File: src/hdl/ioexc_pkg.sv
package ioexc_pkg;

    // ********************************************************
    // Sizes
    // ********************************************************
    localparam int SM_NUM = 4;
    localparam int PC_W = 5;
    localparam int LVL_W = 3;
    localparam int ADDR_W = 12;

    // ********************************************************
    // Register map, byte addresses
    // ********************************************************
    localparam logic [11:0] OFS_CTRL_BASE = 12'h0CC;
    localparam logic [11:0] OFS_CTRL_STRIDE = 12'h018;

    // ********************************************************
    // Field positions of the execution control register
    // ********************************************************
    localparam int POS_PENDING = 31;
    localparam int POS_SIDE_OPT = 30;
    localparam int POS_SIDE_DIR = 29;
    localparam int POS_PIN_SEL = 24;
    localparam int POS_OE_SEL = 19;
    localparam int POS_INLINE_EN = 18;
    localparam int POS_HOLD = 17;
    localparam int POS_LOOP_END = 12;
    localparam int POS_LOOP_START = 7;
    localparam int POS_CMP_SRC = 4;
    localparam int POS_CMP_LVL = 0;
    localparam int SEL_W = 5;
    localparam int CMP_LVL_W = 4;

    // ********************************************************
    // Reset value and writable bits
    // ********************************************************
    localparam logic [31:0] CTRL_RESET = 32'h0001F000;
    localparam logic [31:0] CTRL_WR_MASK = 32'h7FFFFF9F;

    // ********************************************************
    // Delay/side-set field, status compare source
    // ********************************************************
    localparam int DS_W = 5;
    localparam logic [2:0] SIDE_CNT_MAX = 3'h5;
    localparam logic CMP_SRC_TX = 1'h0;
    localparam logic CMP_SRC_RX = 1'h1;

endpackage

File: src/hdl/ioexc_decode.sv
module ioexc_decode (
    input wire logic CLK_IN,
    input wire logic ARST_N_IN,
    input wire logic [31:0] ctrl_in,
    input wire logic [2:0] side_cnt_in,
    input wire logic [ioexc_pkg::DS_W-1:0] ds_field_in,
    input wire logic [ioexc_pkg::LVL_W-1:0] tx_level_in,
    input wire logic [ioexc_pkg::LVL_W-1:0] rx_level_in,
    input wire logic [31:0] gpio_in,
    output logic side_en_out,
    output logic [ioexc_pkg::DS_W-1:0] side_data_out,
    output logic side_dir_out,
    output logic [ioexc_pkg::DS_W-1:0] delay_out,
    output logic pin_cond_out,
    output logic status_out
);
    logic [2:0] cnt;
    logic [ioexc_pkg::DS_W-1:0] raw;
    logic [ioexc_pkg::DS_W-1:0] dmask;
    logic [ioexc_pkg::DS_W-1:0] topbit;
    logic opt;
    logic [ioexc_pkg::SEL_W-1:0] pin_sel;
    logic [ioexc_pkg::LVL_W-1:0] lvl;
    logic [ioexc_pkg::CMP_LVL_W-1:0] cmp_n;

    // Counts above five are clamped; the field is only five bits wide
    assign cnt = (side_cnt_in > ioexc_pkg::SIDE_CNT_MAX) ?
                 ioexc_pkg::SIDE_CNT_MAX : side_cnt_in;
    assign opt = ctrl_in[ioexc_pkg::POS_SIDE_OPT];
    assign dmask = 5'(5'h1F >> cnt);
    assign raw = 5'(ds_field_in >> (3'h5 - cnt));
    assign topbit = (cnt == 3'h0) ? 5'h00 : 5'(5'h01 << (cnt - 3'h1));
    assign pin_sel = ctrl_in[ioexc_pkg::POS_PIN_SEL +: ioexc_pkg::SEL_W];
    assign cmp_n = ctrl_in[ioexc_pkg::POS_CMP_LVL +: ioexc_pkg::CMP_LVL_W];
    assign lvl = (ctrl_in[ioexc_pkg::POS_CMP_SRC] == ioexc_pkg::CMP_SRC_RX)
                 ? rx_level_in : tx_level_in;

    always_ff @(posedge CLK_IN or negedge ARST_N_IN)
    begin
        if (!ARST_N_IN)
        begin
            side_en_out <= 1'b0;
            side_data_out <= 5'h00;
            delay_out <= 5'h00;
        end
        else
        begin
            delay_out <= ds_field_in & dmask;
            // Enable bit is one of the counted bits when optional
            if (opt)
            begin
                side_en_out <= |(raw & topbit);
                side_data_out <= raw & ~topbit;
            end
            else
            begin
                side_en_out <= (cnt != 3'h0);
                side_data_out <= raw;
            end
        end
    end

    always_ff @(posedge CLK_IN or negedge ARST_N_IN)
    begin
        if (!ARST_N_IN)
        begin
            side_dir_out <= 1'b0;
            pin_cond_out <= 1'b0;
            status_out <= 1'b0;
        end
        else
        begin
            side_dir_out <= ctrl_in[ioexc_pkg::POS_SIDE_DIR];
            // Absolute GPIO number, no input base applied
            pin_cond_out <= gpio_in[pin_sel];
            status_out <= ({1'b0, lvl} < cmp_n);
        end
    end

    chk_side_count_zero: assert property (@(posedge CLK_IN)
        disable iff (!ARST_N_IN) side_cnt_in == 3'h0 |=> !side_en_out)
        else $error("side-set enabled with zero count");
    chk_status_compare: assert property (@(posedge CLK_IN)
        disable iff (!ARST_N_IN)
        ctrl_in[4] && ({1'b0, rx_level_in} < ctrl_in[3:0]) |=> status_out)
        else $error("status compare on receive level wrong");
    chk_pin_cond_sel: assert property (@(posedge CLK_IN)
        disable iff (!ARST_N_IN)
        1'b1 |=> pin_cond_out == $past(gpio_in[ctrl_in[28:24]]))
        else $error("branch pin condition not from selected gpio");
endmodule

File: src/hdl/ioexc_merge.sv
module ioexc_merge (
    input wire logic CLK_IN,
    input wire logic ARST_N_IN,
    input wire logic [ioexc_pkg::SM_NUM-1:0] act_in,
    input wire logic [ioexc_pkg::SM_NUM*32-1:0] val_in,
    input wire logic [ioexc_pkg::SM_NUM*32-1:0] mask_in,
    output logic [31:0] pin_out,
    output logic [31:0] drv_out
);
    logic [31:0] pin_next;
    logic [31:0] drv_next;

    // Lowest first so that higher machines overwrite
    always_comb
    begin
        pin_next = 32'h00000000;
        drv_next = 32'h00000000;
        for (int i = 0; i < ioexc_pkg::SM_NUM; i++)
        begin
            if (act_in[i])
            begin
                pin_next = (pin_next & ~mask_in[i*32 +: 32]) |
                           (val_in[i*32 +: 32] & mask_in[i*32 +: 32]);
                drv_next = drv_next | mask_in[i*32 +: 32];
            end
        end
    end

    always_ff @(posedge CLK_IN or negedge ARST_N_IN)
    begin
        if (!ARST_N_IN)
        begin
            pin_out <= 32'h00000000;
            drv_out <= 32'h00000000;
        end
        else
        begin
            pin_out <= pin_next;
            drv_out <= drv_next;
        end
    end

    chk_top_priority: assert property (@(posedge CLK_IN)
        disable iff (!ARST_N_IN) act_in[3] |=>
        ((pin_out & $past(mask_in[127:96])) ==
         ($past(val_in[127:96]) & $past(mask_in[127:96]))))
        else $error("highest machine does not win pin merge");
endmodule

File: src/hdl/ioexc_top.sv
// Operation
// - Pending flag set while forced instruction stalls; clears on completion.
// - Optional side-set makes top field bit an enable; width five to four.
// - Side-set count includes the enable bit when side-set is optional.
// - Direction bit sends side-set data to pin directions instead of values.
// - Five-bit field picks absolute GPIO for the branch-on-pin condition.
// - Inline enable uses one selected OUT data bit as pin write enable.
// - Inline plus hold: OUT with enable bit zero withdraws last pin write.
// - Pin writes merged by priority, higher machine overrides lower.
// - Hold bit keeps asserting latest OUT or SET value continuously.
// - After loop end address, counter loads loop start; loop end resets 1F.
// - Taken jump at loop end address wins over wrapping.
// - Loop start is five-bit field, reset zero, loaded on wrap.
// - Status move gives ones if chosen FIFO level below level, else zeros.
// - Status compare level is four bits, reset zero.
// - Each of four machines has its own independent control register.
// - Side-set count picks top bits of field, zero to five; rest delay.
// - Forced instruction runs at once, jumps included, then program resumes.
module ioexc_top (
    input wire logic CLK_IN,
    input wire logic ARST_N_IN,
    input wire logic [ioexc_pkg::ADDR_W-1:0] REG_ADDR_IN,
    input wire logic [31:0] REG_WDATA_IN,
    input wire logic REG_WR_IN,
    input wire logic REG_RD_IN,
    output logic [31:0] REG_RDATA_OUT,
    input wire logic [ioexc_pkg::SM_NUM-1:0] FORCE_WR_IN,
    input wire logic [ioexc_pkg::SM_NUM-1:0] FORCE_DONE_IN,
    input wire logic [ioexc_pkg::SM_NUM-1:0] EXEC_IN,
    input wire logic [ioexc_pkg::SM_NUM-1:0] JMP_TAKEN_IN,
    input wire logic [ioexc_pkg::SM_NUM*ioexc_pkg::PC_W-1:0] JMP_TARGET_IN,
    output logic [ioexc_pkg::SM_NUM*ioexc_pkg::PC_W-1:0] PC_OUT,
    input wire logic [ioexc_pkg::SM_NUM*3-1:0] SIDE_CNT_IN,
    input wire logic [ioexc_pkg::SM_NUM*ioexc_pkg::DS_W-1:0] DS_FIELD_IN,
    output logic [ioexc_pkg::SM_NUM-1:0] SIDE_EN_OUT,
    output logic [ioexc_pkg::SM_NUM*ioexc_pkg::DS_W-1:0] SIDE_DATA_OUT,
    output logic [ioexc_pkg::SM_NUM-1:0] SIDE_DIR_OUT,
    output logic [ioexc_pkg::SM_NUM*ioexc_pkg::DS_W-1:0] DELAY_OUT,
    input wire logic [31:0] GPIO_IN,
    output logic [ioexc_pkg::SM_NUM-1:0] PIN_COND_OUT,
    input wire logic [ioexc_pkg::SM_NUM*ioexc_pkg::LVL_W-1:0] TX_LEVEL_IN,
    input wire logic [ioexc_pkg::SM_NUM*ioexc_pkg::LVL_W-1:0] RX_LEVEL_IN,
    output logic [ioexc_pkg::SM_NUM-1:0] STATUS_OUT,
    input wire logic [ioexc_pkg::SM_NUM-1:0] OUT_WR_IN,
    input wire logic [ioexc_pkg::SM_NUM-1:0] SET_WR_IN,
    input wire logic [ioexc_pkg::SM_NUM*32-1:0] PIN_DATA_IN,
    input wire logic [ioexc_pkg::SM_NUM*32-1:0] PIN_MASK_IN,
    output logic [31:0] PIN_OUT,
    output logic [31:0] PIN_DRV_OUT
);
    // ********************************************************
    // Declarations
    // ********************************************************
    localparam int N = ioexc_pkg::SM_NUM;
    localparam int PW = ioexc_pkg::PC_W;

    logic [31:0] ctrl_reg [N];
    logic [N-1:0] pending_reg;
    logic [PW-1:0] pc_reg [N];
    logic [N-1:0] hit;
    logic [N-1:0] act_reg;
    logic [N*32-1:0] val_reg;
    logic [N*32-1:0] mask_reg;
    logic [31:0] rdata_next;
    logic [31:0] ctrl_view [N];

    // ********************************************************
    // Per-machine control, counter and pin write state
    // ********************************************************
    generate
        for (genvar i = 0; i < N; i++)
        begin : g_sm
            logic [PW-1:0] loop_end;
            logic [PW-1:0] loop_start;
            logic [PW-1:0] target;
            logic inline_en;
            logic hold;
            logic [ioexc_pkg::SEL_W-1:0] oe_sel;
            logic [31:0] data;
            logic wr_en;

            assign hit[i] = (REG_ADDR_IN == 12'(ioexc_pkg::OFS_CTRL_BASE +
                            i * ioexc_pkg::OFS_CTRL_STRIDE));
            assign loop_end = ctrl_reg[i][ioexc_pkg::POS_LOOP_END +: PW];
            assign loop_start = ctrl_reg[i][ioexc_pkg::POS_LOOP_START +: PW];
            assign target = JMP_TARGET_IN[i*PW +: PW];
            assign inline_en = ctrl_reg[i][ioexc_pkg::POS_INLINE_EN];
            assign hold = ctrl_reg[i][ioexc_pkg::POS_HOLD];
            assign oe_sel = ctrl_reg[i][ioexc_pkg::POS_OE_SEL +:
                                        ioexc_pkg::SEL_W];
            assign data = PIN_DATA_IN[i*32 +: 32];
            assign wr_en = !inline_en || data[oe_sel];
            assign ctrl_view[i] = {pending_reg[i], ctrl_reg[i][30:0]};

            // Bit 31 and reserved bits 6:5 never take write data
            always_ff @(posedge CLK_IN or negedge ARST_N_IN)
            begin
                if (!ARST_N_IN)
                    ctrl_reg[i] <= ioexc_pkg::CTRL_RESET;
                else if (REG_WR_IN && hit[i])
                    ctrl_reg[i] <= REG_WDATA_IN & ioexc_pkg::CTRL_WR_MASK;
            end

            // New stall wins over a completion in the same cycle
            always_ff @(posedge CLK_IN or negedge ARST_N_IN)
            begin
                if (!ARST_N_IN)
                    pending_reg[i] <= 1'b0;
                else if (FORCE_WR_IN[i])
                    pending_reg[i] <= 1'b1;
                else if (FORCE_DONE_IN[i])
                    pending_reg[i] <= 1'b0;
            end

            // A forced instruction only moves the counter when it jumps
            always_ff @(posedge CLK_IN or negedge ARST_N_IN)
            begin
                if (!ARST_N_IN)
                    pc_reg[i] <= 5'h00;
                else if (pending_reg[i] && FORCE_DONE_IN[i])
                begin
                    if (JMP_TAKEN_IN[i])
                        pc_reg[i] <= target;
                end
                else if (EXEC_IN[i] && !pending_reg[i])
                begin
                    if (JMP_TAKEN_IN[i])
                        pc_reg[i] <= target;
                    else if (pc_reg[i] == loop_end)
                        pc_reg[i] <= loop_start;
                    else
                        pc_reg[i] <= pc_reg[i] + 5'h01;
                end
            end

            // SET always writes; OUT may be gated by its inline bit
            always_ff @(posedge CLK_IN or negedge ARST_N_IN)
            begin
                if (!ARST_N_IN)
                begin
                    act_reg[i] <= 1'b0;
                    val_reg[i*32 +: 32] <= 32'h00000000;
                    mask_reg[i*32 +: 32] <= 32'h00000000;
                end
                else if (SET_WR_IN[i] || (OUT_WR_IN[i] && wr_en))
                begin
                    act_reg[i] <= 1'b1;
                    val_reg[i*32 +: 32] <= data;
                    mask_reg[i*32 +: 32] <= PIN_MASK_IN[i*32 +: 32];
                end
                else if (OUT_WR_IN[i])
                    act_reg[i] <= 1'b0;
                else
                    act_reg[i] <= act_reg[i] && hold;
            end

            always_ff @(posedge CLK_IN or negedge ARST_N_IN)
            begin
                if (!ARST_N_IN)
                    PC_OUT[i*PW +: PW] <= 5'h00;
                else
                    PC_OUT[i*PW +: PW] <= pc_reg[i];
            end

            ioexc_decode u_decode (
                .CLK_IN(CLK_IN),
                .ARST_N_IN(ARST_N_IN),
                .ctrl_in(ctrl_reg[i]),
                .side_cnt_in(SIDE_CNT_IN[i*3 +: 3]),
                .ds_field_in(DS_FIELD_IN[i*ioexc_pkg::DS_W +:
                                         ioexc_pkg::DS_W]),
                .tx_level_in(TX_LEVEL_IN[i*ioexc_pkg::LVL_W +:
                                         ioexc_pkg::LVL_W]),
                .rx_level_in(RX_LEVEL_IN[i*ioexc_pkg::LVL_W +:
                                         ioexc_pkg::LVL_W]),
                .gpio_in(GPIO_IN),
                .side_en_out(SIDE_EN_OUT[i]),
                .side_data_out(SIDE_DATA_OUT[i*ioexc_pkg::DS_W +:
                                             ioexc_pkg::DS_W]),
                .side_dir_out(SIDE_DIR_OUT[i]),
                .delay_out(DELAY_OUT[i*ioexc_pkg::DS_W +:
                                     ioexc_pkg::DS_W]),
                .pin_cond_out(PIN_COND_OUT[i]),
                .status_out(STATUS_OUT[i])
            );

            // ************************************************
            // Checks
            // ************************************************
            chk_pending_set: assert property (@(posedge CLK_IN)
                disable iff (!ARST_N_IN)
                FORCE_WR_IN[i] |=> pending_reg[i])
                else $error("pending flag not set by forced write");
            chk_pending_clear: assert property (@(posedge CLK_IN)
                disable iff (!ARST_N_IN)
                FORCE_DONE_IN[i] && !FORCE_WR_IN[i] |=> !pending_reg[i])
                else $error("pending flag not cleared on completion");
            chk_loop_wrap: assert property (@(posedge CLK_IN)
                disable iff (!ARST_N_IN)
                EXEC_IN[i] && !pending_reg[i] && !JMP_TAKEN_IN[i] &&
                pc_reg[i] == loop_end |=> pc_reg[i] == $past(loop_start))
                else $error("counter did not wrap to loop start");
            chk_jump_wins: assert property (@(posedge CLK_IN)
                disable iff (!ARST_N_IN)
                EXEC_IN[i] && !pending_reg[i] && JMP_TAKEN_IN[i]
                |=> pc_reg[i] == $past(target))
                else $error("taken jump lost to wrap or increment");
            chk_forced_resume: assert property (@(posedge CLK_IN)
                disable iff (!ARST_N_IN)
                pending_reg[i] && !FORCE_DONE_IN[i] |=> $stable(pc_reg[i]))
                else $error("counter moved while forced instruction stalled");
            chk_withdraw_write: assert property (@(posedge CLK_IN)
                disable iff (!ARST_N_IN)
                OUT_WR_IN[i] && !SET_WR_IN[i] && inline_en && hold &&
                !data[oe_sel] |=> !act_reg[i])
                else $error("disabled inline write did not withdraw");
            chk_hold_write: assert property (@(posedge CLK_IN)
                disable iff (!ARST_N_IN)
                act_reg[i] && hold && !OUT_WR_IN[i] && !SET_WR_IN[i]
                && !(REG_WR_IN && hit[i]) |=> act_reg[i] [*1])
                else $error("held pin write dropped");

            chk_inline_gate: assert property (@(posedge CLK_IN)
                disable iff (!ARST_N_IN)
                OUT_WR_IN[i] && inline_en && data[oe_sel] |=> act_reg[i])
                else $error("enabled inline write not taken");

            chk_forced_jump: assert property (@(posedge CLK_IN)
                disable iff (!ARST_N_IN)
                pending_reg[i] && FORCE_DONE_IN[i] && JMP_TAKEN_IN[i]
                |=> pc_reg[i] == $past(target))
                else $error("forced jump did not load its target");

            chk_forced_keep: assert property (@(posedge CLK_IN)
                disable iff (!ARST_N_IN)
                pending_reg[i] && FORCE_DONE_IN[i] && !JMP_TAKEN_IN[i]
                |=> $stable(pc_reg[i]))
                else $error("forced non-jump moved the counter");

            chk_pc_step: assert property (@(posedge CLK_IN)
                disable iff (!ARST_N_IN)
                EXEC_IN[i] && !pending_reg[i] && !JMP_TAKEN_IN[i] &&
                pc_reg[i] != loop_end |=>
                pc_reg[i] == $past(pc_reg[i]) + 5'h01)
                else $error("counter did not step by one");

            chk_one_shot: assert property (@(posedge CLK_IN)
                disable iff (!ARST_N_IN)
                act_reg[i] && !hold && !OUT_WR_IN[i] && !SET_WR_IN[i]
                |=> !act_reg[i])
                else $error("pin write stayed without hold bit");

            chk_ctrl_keep: assert property (@(posedge CLK_IN)
                disable iff (!ARST_N_IN)
                !(REG_WR_IN && hit[i]) |=> $stable(ctrl_reg[i]))
                else $error("control register changed without write");

            chk_pending_read: assert property (@(posedge CLK_IN)
                disable iff (!ARST_N_IN)
                REG_RD_IN && hit[i] |=>
                REG_RDATA_OUT[31] == $past(pending_reg[i]))
                else $error("pending flag missing from read data");
        end
    endgenerate

    // ********************************************************
    // Register read port
    // ********************************************************
    always_comb
    begin
        rdata_next = 32'h00000000;
        for (int i = 0; i < N; i++)
        begin
            if (hit[i])
                rdata_next = ctrl_view[i];
        end
    end

    // Read data stand for exactly one cycle; unmapped reads give zero
    always_ff @(posedge CLK_IN or negedge ARST_N_IN)
    begin
        if (!ARST_N_IN)
            REG_RDATA_OUT <= 32'h00000000;
        else if (REG_RD_IN)
            REG_RDATA_OUT <= rdata_next;
        else
            REG_RDATA_OUT <= 32'h00000000;
    end

    // ********************************************************
    // Pin write merge
    // ********************************************************
    ioexc_merge u_merge (
        .CLK_IN(CLK_IN),
        .ARST_N_IN(ARST_N_IN),
        .act_in(act_reg),
        .val_in(val_reg),
        .mask_in(mask_reg),
        .pin_out(PIN_OUT),
        .drv_out(PIN_DRV_OUT)
    );

    chk_ctrl_write: assert property (@(posedge CLK_IN)
        disable iff (!ARST_N_IN)
        REG_WR_IN && hit[1] ##1 REG_RD_IN && hit[1] && !REG_WR_IN |=>
        REG_RDATA_OUT[30:0] == $past(REG_WDATA_IN[30:0] & 31'h7FFFFF9F, 2))
        else $error("control register readback mismatch");

    chk_read_idle: assert property (@(posedge CLK_IN)
        disable iff (!ARST_N_IN)
        !REG_RD_IN |=> REG_RDATA_OUT == 32'h00000000)
        else $error("read data stood past its cycle");
endmodule

File: config.mk
export PLATFORM = sky130hd
export DESIGN_NAME = ioexc_top
export DESIGN_NICKNAME = d
export VERILOG_FILES = /design/src/hdl/ioexc_pkg.sv /design/src/hdl/ioexc_decode.sv /design/src/hdl/ioexc_merge.sv /design/src/hdl/ioexc_top.sv
export SDC_FILE = /design/constraint.sdc
export NUM_CORES = 1
export LEC_CHECK = 0
export BUFFER_PORTS_ARGS = -buffer_cell sky130_fd_sc_hd__buf_2
export CAP_MARGIN = 20
export CELL_PAD_IN_SITES_DETAIL_PLACEMENT = 0
export CELL_PAD_IN_SITES_GLOBAL_PLACEMENT = 1
export CORE_MARGIN = 3
export CORE_UTILIZATION = 44
export DETAILED_ROUTE_END_ITERATION = 12
export PLACE_DENSITY = 0.88
export SLEW_MARGIN = 20
export SYNTH_ARGS = -nofsm -noshare
export SYNTH_HDL_FRONTEND = slang
export SYNTH_HIERARCHICAL = 1
export SYNTH_SLANG_ARGS = --single-unit
export TNS_END_PERCENT = 50
File: constraint.sdc
create_clock -name CLK_IN -period 3 [get_ports CLK_IN]
set_input_delay 0.6 -clock CLK_IN [delete_from_list [all_inputs] [get_ports CLK_IN]]
set_output_delay 0.6 -clock CLK_IN [all_outputs]
set_load 0.03 [all_outputs]
Word level (Yosys, flattened, before mapping)
Index checks and enable logic that the tools add are counted.
{ "op_classes": {"mux": 85, "n_bitwise": 32, "n_lt_le_gt_ge": 16, "shift": 12, "add_sub_neg": 12, "n_reduce_logical": 60, "eq_ne": 12} }
{ "op_table": {"columns": ["op", "n"], "rows": [
  ["$mux 32", 13],
  ["$and 32x32->32", 7],
  ["$or 32x32->32", 6],
  ["$mux 5", 28],
  ["$not 32->32", 3],
  ["$and 5x5->5", 12],
  ["$lt 5x6->1 const B", 8],
  ["$bmux 1 s5", 8],
  ["$eq 12x8->1 const B", 3],
  ["$mux 1", 28],
  ["$mux 3", 8],
  ["$add 5x1->5 const B", 4],
  ["$eq 5x5->1", 4],
  ["$logic_and 1x1->1", 20],
  ["$not 5->5", 4],
  ["$reduce_or 5->1", 4],
  ["$shl 1x3->5 const A", 4],
  ["$shr 5x3->5", 4],
  ["$shr 5x3->5 const A", 4],
  ["$lt 3x4->1", 4],
  ["$reduce_bool 2->1", 8],
  ["$eq 12x9->1 const B", 1],
  ["$gt 3x3->1 const B", 4],
  ["$logic_not 3->1", 4],
  ["7 further kinds", 36]
]} }
{ "word_totals": {"register_bits": 572, "out_inout_bits": 172} }

Depth between registers and ports, before layout
Gate-level depths: netlist of the first run.
{ "logic_depth": {"depth_word": 11, "ltp_mapped": 9} }

Hierarchy
The synthesis of the first run kept the hierarchy.
{ "modules_own_cells": {"columns": ["module", "area_each_um2", "instances", "cells_each", "seq_area_each_um2"], "rows": [
  ["ioexc_top", 19479.9, 1, 1335, 11285.8],
  ["ioexc_merge", 3996.3, 1, 409, 1601.5],
  ["ioexc_decode", 973.4, 4, 103, 350.3]
]} }

Worst setup path before layout of the first run
OpenSTA, ideal clock, no wires.
{ "synth_path": {"kind": "input to register", "startpoint": "input REG_ADDR_IN[11] (netlist name)", "endpoint": "register ctrl_reg[20] (netlist name)", "cell_stages": 6, "required_time_ps": 2875, "setup_slack_ps": 378, "n_path_buf": 2, "t_arrival_ps": 2497, "path_cell_list": "or4b_2 -> nor2_1 -> and3_1 -> buf_2 -> buf_2 -> mux2_2"} }
{ "synth_between": {"elab_chain_len": 2} }
{ "synth_lines": {"columns": ["item", "line_no", "source"], "rows": [
  ["from (decl)", "ioexc_top.sv:22", "input wire logic [ioexc_pkg::ADDR_W-1:0] REG_ADDR_IN,"],
  ["$eq 12x9->1", "ioexc_top.sv:82", "assign hit[i] = (REG_ADDR_IN == 12'(ioexc_pkg::OFS_CTRL_BASE +"],
  ["$logic_and 1x1->1", "ioexc_top.sv:100", "else if (REG_WR_IN && hit[i])"],
  ["to (signal, indexed assignment)", "ioexc_top.sv:99", "ctrl_reg[i] <= ioexc_pkg::CTRL_RESET;"],
  ["to (signal, indexed assignment)", "ioexc_top.sv:101", "ctrl_reg[i] <= REG_WDATA_IN & ioexc_pkg::CTRL_WR_MASK;"],
  ["to (decl)", "ioexc_top.sv:57", "logic [31:0] ctrl_reg [N];"]
]} }
Every way passes these cells.
A chain may end at the register's enable or synchronous reset.

Final worst setup path of the first run
{ "layout_path": {"startpoint": "register ctrl_reg[115] (netlist name)", "endpoint": "register mask_reg[5]"} }
{ "layout_between": {"elab_chain_len": 5} }
{ "layout_lines": {"columns": ["item", "line_no", "source"], "rows": [
  ["$bmux 1 s5", "ioexc_top.sv:92", "assign wr_en = !inline_en || data[oe_sel];"],
  ["$mux 1 (implied by the code)", "ioexc_top.sv:92", null],
  ["$logic_or 1x1->1", "ioexc_top.sv:92", null],
  ["$logic_and 1x1->1", "ioexc_top.sv:145", "else if (SET_WR_IN[i] || (OUT_WR_IN[i] && wr_en))"],
  ["$logic_or 1x1->1", "ioexc_top.sv:145", null],
  ["to (signal, indexed assignment)", "ioexc_top.sv:149", "mask_reg[i*32 +: 32] <= PIN_MASK_IN[i*32 +: 32];"],
  ["to (decl)", "ioexc_top.sv:63", "logic [N*32-1:0] mask_reg;"]
]} }
Every way passes these cells. The select of a mux whose other input is x is not followed.

==> results of run 1 <==
==> Yosys cell counts (29+ instances only) <==
master	number
dfrtp_1	550
mux2_2	347
nand2_1	148
mux2i_1	136
nand3_1	63
nand4_1	63
a21oi_1	54
nor2b_1	54
mux2_4	49
buf_2	41
clkbuf_1	41
nand3b_1	35
nor2_1	35
a22o_1	34
o21ai_0	34
a41oi_1	31
a222oi_1	29
a22oi_1	29
==> cells by family after synthesis <==
kind of cell | share of synthesized area
other | 0.0001370
adders and majority gates | 0.005486
buffers and inverters | 0.03378
muxes | 0.2345
and+or+nand+nor | 0.1130
AOI/OAI and AO/OA | 0.08087
DFF | 0.5221
xor gates and xnor gates | 0.01024
==> power by group through the flow <==
stage	Combinational (mW)	Sequential, mW	Clock (mW)
floorplan	1.45	9.23	0
detailed placement	3.07	8.92	0
global route	3.32	8.87	8.08
global placement	3.00	8.90	0
CTS	3.09	8.80	7.78
finish	3.10	8.81	7.68
==> through the flow <==
step	instances	total power, mW
3_3_place_gp	3532	11.91
5_1_grt	3660	20.27
3_5_place_dp	3532	11.99
6_report	3669	19.60
2_1_floorplan	2157	10.69
4_1_cts	3641	19.67
==> cell type report <==
class                   count  area, µm²  area share
diodes                     28      70.07    0.002088
multi-input cells        1441      12230      0.3647
clock buffers              79       1684     0.05020
flip-flops and latches    570      14300      0.4261
inverters                  25      93.84    0.002797
well taps                 828       1036     0.03088
clock inverters            29      352.8     0.01052
repair buffers            669       3782      0.1127
==> how the worst max path moves through the flow <==
stage                    start            to  depth (start not counted)
2_1_floorplan  REG_ADDR_IN[11]  ctrl_reg[20]                          6
3_3_place_gp    PIN_DATA_IN[9]   mask_reg[7]                          7
3_5_place_dp    PIN_DATA_IN[9]   mask_reg[6]                          7
4_1_cts          ctrl_reg[115]   mask_reg[6]                          7
5_1_grt          ctrl_reg[115]  mask_reg[28]                          7
6_report         ctrl_reg[115]   mask_reg[5]                          7
==> worst max-delay path: cells and delay by family, from the launching register on <==
| kind | cells | cell delay, ns |
|---|---|---|
| AO/OA/AOI/OAI | 1 | 0.60 |
| buffers and inverters | 3 | 0.63 |
| flip-flops | 1 | 0.41 |
| multiplexers | 2 | 0.93 |
| AND/OR/NAND/NOR | 1 | 0.26 |
==> layer usage <==
layer,share of wire,vias up,track usage
met1,0.39,10730,0.3480
met3,0.085,232,0.07091
met2,0.49,984,0.4631
met5,0.0021,-,0
li1,-,9227,-
met4,0.038,28,0.1164
==> what timing repair did <==
item | CTS | global route
endpoints found under the hold margin | 46 | 0
endpoints found under the setup margin | 0 | 54
resized for setup | 0 | 2
hold buffers | 1 | 0
==> impl_metrics.csv, run 1 <==
group,metric,value,unit
final_layout,utilization,0.5507,
sta,rsz0062_at_grt,"no",
routing,drtIter0Drc,2217,
critical_path,start_kind,"flop",
critical_path,reg2reg_from,"ctrl_reg[115]",
clock_network,clk_latency,0.66,ns
logic_synthesis,synth-edff-count,0,
clock_network,clk_pin_slew_worst_paths,0.06,ns
power_and_ir_drop,vdd_drop_max,0.0004776,V
sta,fin_crit_sh,0.9924,
clock_network,cts_root_buf,"clkbuf_16",
logic_synthesis,syn-cell-area,27370,µm²
critical_path,crit_fanout,15,
critical_path,cp.arrival,3.49,ns
floorplanning,start_util,0.4493,
power_and_ir_drop,power.density,584.1,nW/µm²
clock_network,htreeDepth,2,
min_path,worstHoldPathType,"in -> reg",
routing,via_count,21200,
grt,antenna_found_initial,42,
floorplanning,fp.dieW,255.4,µm
final_layout,final_area,33550,µm²
final_layout,mostFrequentLayoutCells,"601 x buf_2, 546 x dfrtp_1, 347 x mux2_2",
sta,slew_headroom,0.3491,
power_and_ir_drop,comb_power_share,0.158,
logic_synthesis,syn_inst,2156,
min_path,worstHoldPathCells,2,
placed_design,port_buffers,602,
routing,detail-route-antenna-nets,0,
logic_synthesis,avgSynthCellArea,12.69,µm²
sta,setup_viol,0,
logic_synthesis,synthDistinctLibCells,68,
clock_network,cts_tree,"yes",
grt,gr-usage-all-layers,0.2791,
power_and_ir_drop,clkPwrFrac,0.392,
power_and_ir_drop,p_leak,15.25,nW
logic_synthesis,yosysTopAreaCellShare,0.5029,
grt,grt_pass1_vias,21990,
routing,wl,93940,µm
floorplanning,dieArea,65230,µm²
floorplanning,coreArea,60920,µm²
sta,skew,0.04936,ns
critical_path,r2r_setup_slack,0.02,ns
routing,vias_per_cell,5.778,
critical_path,r2r_cells,7,
placed_design,gp_congestion,0.9466,
critical_path,path_class,"reg -> reg",
critical_path,slowest_stage,"a2111oi_0",
min_path,whs_endpoint,"ctrl_view[31]",
sta,layout_setup_ws,0.02289,ns
final_layout,area_growth,22.58,%
sta,slew_viol_final,0,
critical_path,r2r_end,"mask_reg[5]",
sta,hold_slack,0.1539,ns
routing,drc,0,
floorplanning,io_pins,608,
power_and_ir_drop,pwr-share-seq,0.450,
routing,detail_route.wl_per_cell,25.60,µm
critical_path,cp_slowest_stage_delay,0.60,ns
critical_path,endpoint_kind,"flop",
critical_path,crit_chain,"buf_6 > mux4_2 > a2111oi_0 > buf_4 > or4_4 > buf_12 > mux2_2",
status,outcome,"finished clean",
power_and_ir_drop,p_sw_frac,0.2869,
power_and_ir_drop,p_switching,5.621,mW
final_layout,drive_gt1_frac,0.4568,
placed_design,dpl_cell_area,31430,µm²
clock_network,cts_sinks,570,
floorplanning,chipHeight,255.4,µm
logic_synthesis,yosys.area.top_type,"dfrtp_1",
grt,grt_first_pass_wirelength,139300,µm
logic_synthesis,synth_flop_cell,"dfrtp_1",
sta,hold_violations,0,
logic_synthesis,yosysWarnings,6,
power_and_ir_drop,p_int,13.97,mW
sta,fin_tns_setup,0,ns
logic_synthesis,ys_top_cells_by_area,"dfrtp_1 50%, mux2_2 14%, mux2i_1 5.0%",
flow_run,drv_cap,0,
final_layout,fin_nets,3216,
grt,gr-total-overflow,0,
sta,clock.fmax,335.9,MHz
floorplanning,rows,90,
critical_path,required,3.51,ns
final_layout,final_common_cell,"buf_2",
logic_synthesis,yosysSeqAreaShare,0.5221,
min_path,hold_start,"FORCE_WR_IN[3]",
grt,grt_start_max_net_pins,84,
logic_synthesis,async_flop_share,1.000,
clock_network,clockBufferDepth,3,
sta,worstMarginPinSlew,0.9763,ns
clock_network,cts_buffers,61,
routing,drtPass1Iterations,8,
sta,min_period,2.977,ns
placed_design,hpwl,70100,µm
clock_network,cts_setup_buffers,0,
logic_synthesis,synth_seq_cells,570,
final_layout,nFillCells,5096,
placed_design,dp_slack,0.04144,ns
(Power assumes the default switching activity.)
==> run 2: changes to the inputs <==
==> constraint.sdc (replaced) <==
create_clock -name CLK_IN -period 3.1 [get_ports CLK_IN]
set_input_delay 0.62 -clock CLK_IN [delete_from_list [all_inputs] [get_ports CLK_IN]]
set_output_delay 0.62 -clock CLK_IN [all_outputs]
set_load 0.03 [all_outputs]
==> run 2 against run 1 <==
  * First-iteration DRC count fell by 2.0%
  * Clock skew fell by 0.0028 ns
  * Sequential share of layout area fell by 0.13 points
  * Clock power fell by 2%
  * Non-clock buffer count rose by 4
  * Register-to-register slack improved by 0.03 ns
  * Power fell by 2.4%
  * Combinational power fell by 3%
  * Sequential power fell by 3.1%
  * Critical endpoint is now mask_reg[28]
==> impl_metrics.csv, run 2 (same netlist as run 1, synthesis figures left out) <==
group,metric,value,unit
clock_network,clockBufferDepth,3,
final_layout,final_common_cell,"buf_2",
power_and_ir_drop,power.density,568.1,nW/µm²
power_and_ir_drop,vdd_drop_max,0.0004924,V
grt,grt_first_pass_wirelength,138700,µm
sta,setup_viol,0,
floorplanning,coreArea,60920,µm²
critical_path,crit_family,"multiplexers",
placed_design,port_buffers,602,
routing,detail-route-antenna-nets,0,
min_path,worstHoldPathType,"in -> reg",
routing,detail_route.wl_per_cell,25.52,µm
critical_path,endpoint_kind,"flop",
critical_path,path_class,"reg -> reg",
critical_path,cp.arrival,3.54,ns
routing,drc,0,
clock_network,cts_tree,"yes",
flow_run,drv_cap,0,
critical_path,start_kind,"flop",
power_and_ir_drop,p_leak,15.31,nW
routing,via_count,21310,
critical_path,crit_chain,"buf_4 > mux4_1 > mux2_2 > a221oi_1 > or4_4 > buf_12 > mux2_4",
sta,hold_slack,0.1547,ns
clock_network,htreeDepth,2,
routing,vias_per_cell,5.790,
critical_path,cp_slowest_stage_delay,0.64,ns
clock_network,clk_pin_slew_worst_paths,0.07,ns
clock_network,clk_latency,0.65,ns
status,outcome,"finished clean",
grt,grt_pass1_vias,21680,
final_layout,drive_gt1_frac,0.4567,
sta,worstMarginPinSlew,1.127,ns
floorplanning,io_pins,608,
clock_network,cts_setup_buffers,0,
sta,slew_headroom,0.2489,
placed_design,gp_congestion,0.9620,
final_layout,utilization,0.5524,
floorplanning,start_util,0.4493,
floorplanning,rows,90,
sta,min_period,3.051,ns
sta,clock.fmax,327.8,MHz
final_layout,area_growth,22.95,%
grt,antenna_found_initial,36,
grt,grt_start_max_net_pins,96,
routing,drtPass1Iterations,8,
critical_path,slowest_stage,"mux4_1",
critical_path,r2r_setup_slack,0.05,ns
final_layout,fin_nets,3218,
sta,slew_viol_final,0,
critical_path,critPathBufInv,2,
final_layout,mostFrequentLayoutCells,"601 x buf_2, 545 x dfrtp_1, 347 x mux2_2",
sta,fin_tns_setup,0,ns
floorplanning,fp.dieW,255.4,µm
floorplanning,chipHeight,255.4,µm
routing,drtIter0Drc,2172,
clock_network,cts_sinks,570,
grt,gr-usage-all-layers,0.2776,
clock_network,cts_buffers,59,
sta,skew,0.04656,ns
routing,wl,93960,µm
critical_path,crit_fanout,25,
sta,hold_violations,0,
clock_network,cts_root_buf,"clkbuf_16",
placed_design,hpwl,70400,µm
grt,gr-total-overflow,0,
critical_path,required,3.59,ns
floorplanning,dieArea,65230,µm²
sta,rsz0062_at_grt,"no",
sta,fin_crit_sh,0.9842,
run 2: changes by cell type in the layout (fill, tap and decap cells not counted), moves of 4 or more:
cell | previous run | this run
buf_4 | 45 | 49
clkbuf_1 | 9 | 13
diode_2 | 28 | 33
clkbuf_8 | 9 | 16
run 2: what timing repair did:
action / 4_1_cts / 5_1_grt
gates resized for setup: 0 / 1
hold buffers: 1 / 0
endpoints found under the hold margin: 45 / 0
endpoints found under the setup margin: 0 / 7
run 2: per-stage QoR:
step	power [mW]	instances	worst slack, ns	instance area, µm²
finish	19.12	3681	0.04904	33650
detailed placement	11.63	3536	0.1108	31480
floorplan	10.34	2157	0.4582	27370
global placement	11.54	3536	0.1762	31480
CTS	19.20	3648	0.05079	33570
global route	19.77	3670	0.06554	33620
run 2: path summary, 6_finish.rpt:
kind                                                 endpoint  depth (start not counted)      startpoint
worst max-delay path                             mask_reg[28]                          7   ctrl_reg[115]
worst min-delay path                            ctrl_view[31]                          2  FORCE_WR_IN[3]
worst max register to register                   mask_reg[28]                          7   ctrl_reg[115]
worst min register to register  g_sm[0].u_decode/side_dir_out                          0   ctrl_reg[125]
max in group asynchronous                       mask_reg[109]                          3       ARST_N_IN
min in group asynchronous                  u_merge/drv_out[8]                          2       ARST_N_IN
run 2: power breakdown:
| part | internal [mW] | switching (mW) | leakage, nW |
|---|---|---|---|
| clock | 4.42 | 3.14 | 1.02 |
| combinational | 1.25 | 1.77 | 7.39 |
| sequential | 8.03 | 0.504 | 6.91 |
| total | 13.7 | 5.42 | 15.3 |
run 2: layout make-up:
| type | instances | area, µm² |
|---|---|---|
| fillers | 5099 | 27270 |
| inverters | 25 | 93.84 |
| clock inverters | 23 | 337.8 |
| repair buffers | 673 | 3821 |
| flip-flops and latches | 570 | 14300 |
| clock buffers | 88 | 1745 |
| diodes | 33 | 82.58 |
| multi-input cells | 1441 | 12240 |
| well taps | 828 | 1036 |
run 2: routing by layer:
metal / wire length (µm) / global-route usage / share of wire / up-vias
met1: 37230 / 0.3572 / 0.40 / 10830
met3: 7154 / 0.05516 / 0.076 / 166
met2: 46470 / 0.4639 / 0.49 / 1062
li1: - / - / - / 9238
met5: 86 / 0 / 0.00092 / -
met4: 3015 / 0.1066 / 0.032 / 14
==> run 3: changes to the inputs <==
--- a/config.mk
+++ b/config.mk
@@ -9,7 +9,7 @@
 export CAP_MARGIN = 20
 export CELL_PAD_IN_SITES_DETAIL_PLACEMENT = 0
 export CELL_PAD_IN_SITES_GLOBAL_PLACEMENT = 1
-export CORE_MARGIN = 3
+export CORE_MARGIN = 1
 export CORE_UTILIZATION = 44
 export DETAILED_ROUTE_END_ITERATION = 12
 export PLACE_DENSITY = 0.88
==> run 3 against run 2 <==
  * Design area barely moved
  * Sequential power is essentially flat
  * Clock skew decreased by 0.021 ns
  * Sequential cell count did not move
  * Wire length decreased by 2.4%
  * Critical path type unchanged
  * Largest power group unchanged
==> impl_metrics.csv, run 3 (same netlist as run 1, synthesis figures left out) <==
group,metric,value,unit
status,outcome,"finished clean",
critical_path,crit_chain,"mux4_2 > a2bb2oi_1 > a211oi_1 > a32oi_4 > buf_12 > mux2_2",
placed_design,port_buffers,602,
routing,drtIter0Drc,1913,
final_layout,mostFrequentLayoutCells,"601 x buf_2, 546 x dfrtp_1, 347 x mux2_2",
placed_design,hpwl,68740,µm
placed_design,gp_congestion,0.9184,
floorplanning,io_pins,608,
routing,vias_per_cell,5.724,
flow_run,drv_cap,0,
sta,slew_headroom,0.3500,
critical_path,start_kind,"flop",
routing,detail_route.wl_per_cell,24.98,µm
critical_path,cp_slowest_stage_delay,0.85,ns
critical_path,endpoint_kind,"flop",
clock_network,cts_root_buf,"clkbuf_16",
final_layout,drive_gt1_frac,0.4561,
floorplanning,coreArea,61600,µm²
sta,min_period,2.912,ns
clock_network,cts_tree,"yes",
critical_path,cp-startpoint,"ctrl_reg[19]",
sta,fin_crit_sh,0.9394,
clock_network,htreeDepth,3,
placed_design,dp_slack,0.1688,ns
sta,fin_tns_setup,0,ns
final_layout,final_cells,3671,
clock_network,clk_pin_slew_worst_paths,0.07,ns
routing,drtPass1Iterations,10,
placed_design,dpl_cell_area,31390,µm²
clock_network,clockBufferDepth,3,
clock_network,cts_setup_buffers,0,
final_layout,final_area,33680,µm²
critical_path,reg2reg_from,"ctrl_reg[19]",
final_layout,area_growth,23.05,%
placed_design,place_inst,3536,
grt,grt_start_max_net_pins,109,
clock_network,clk_latency,0.62,ns
floorplanning,rows,91,
critical_path,r2r_setup_slack,0.19,ns
routing,detail-route-antenna-nets,0,
grt,grt_pass1_vias,21360,
clock_network,cts_buffers,66,
critical_path,slowest_stage,"dfrtp_1",
critical_path,r2r_end,"mask_reg[104]",
final_layout,fin_nets,3216,
power_and_ir_drop,vdd_drop_max,0.0004868,V
grt,gr-total-overflow,0,
min_path,worstHoldPathType,"in -> reg",
min_path,hold_start,"FORCE_WR_IN[2]",
sta,hold_violations,0,
power_and_ir_drop,power,19.48,mW
critical_path,required,3.58,ns
sta,rsz0062_at_grt,"no",
floorplanning,chipHeight,251.4,µm
min_path,worstHoldPathCells,2,
sta,skew,0.02573,ns
routing,drc,0,
grt,antenna_found_initial,38,
sta,slew_viol_final,0,
min_path,whs_endpoint,"ctrl_view[63]",
floorplanning,dieArea,63210,µm²
routing,wl,91700,µm
floorplanning,start_util,0.4443,
final_layout,final_common_cell,"buf_2",
power_and_ir_drop,p_leak,15.33,nW
floorplanning,fp.dieW,251.4,µm
sta,layout_setup_ws,0.1879,ns
critical_path,crit_fanout,48,
grt,gr-usage-all-layers,0.2872,
sta,worstMarginPinSlew,0.9750,ns
clock_network,cts_sinks,570,
critical_path,path_class,"reg -> reg",
sta,setup_viol,0,
sta,clock.fmax,343.4,MHz
critical_path,cp.arrival,3.39,ns
critical_path,r2r_cells,6,
routing,via_count,21010,
grt,grt_first_pass_wirelength,135700,µm
power_and_ir_drop,power.density,578.4,nW/µm²
[run 3: changes by cell type in the layout (fill, tap and decap cells not counted), moves of 2 or more]
cell,previous run,this run
buf_12,21,19
buf_4,49,42
clkbuf_1,13,10
clkbuf_16,59,67
clkbuf_8,16,11
diode_2,33,21
[run 3: worst max-delay path, delay by kind of cell, from the launching register on]
| family | cells | cell delay [ns] |
|---|---|---|
| muxes | 2 | 0.96 |
| DFF | 1 | 0.85 |
| AOI/OAI and AO/OA | 3 | 0.70 |
| buffers and inverters | 1 | 0.25 |
[run 3: worst max path at each step]
stage                    endpoint  slack, ns
floorplan            ctrl_reg[20]       0.46
global placement     mask_reg[27]       0.17
detailed placement    val_reg[19]       0.17
CTS                  val_reg[105]       0.21
global route         mask_reg[27]      0.003
finish              mask_reg[104]       0.19
[run 3: final cells by class]
class,instances,area [µm²]
Tap cell,837,1047
Inverter,25,93.84
Fill cell,5157,27920
Clock buffer,88,1866
Sequential cell,570,14300
Antenna cell,21,52.55
Timing Repair Buffer,664,3729
Clock inverter,25,357.8
Multi-Input combinational cell,1441,12240
[run 3: metrics by stage]
step | hold slack, ns | utilization
global route | 0.1792 | 0.5464
floorplan | 0.3244 | -
detailed placement | 0.3865 | 0.5097
global placement | 0.3940 | 0.5097
CTS | 0.1753 | 0.5459
finish | 0.2103 | 0.5468
[run 3: report_power, final]
group          total (mW)  internal [mW]  switching [mW]  leakage [nW]
clock network        7.99           4.70            3.29          1.09
registers            8.52           8.03           0.488          6.91
logic                2.97           1.23            1.74          7.33
total                19.5           14.0            5.52          15.3
[run 3: what timing repair did]
item | 4_1_cts | 5_1_grt
resized for setup | 0 | 0
endpoints found under the hold margin | 37 | 0
hold buffers | 1 | 0
[run 3: layer usage]
layer	GRT usage	routed length, µm	vias up
met5	0	218	-
met4	0.1024	3055	32
met3	0.07542	7793	210
met2	0.4775	44500	969
met1	0.3607	36130	10600
li1	-	-	9207
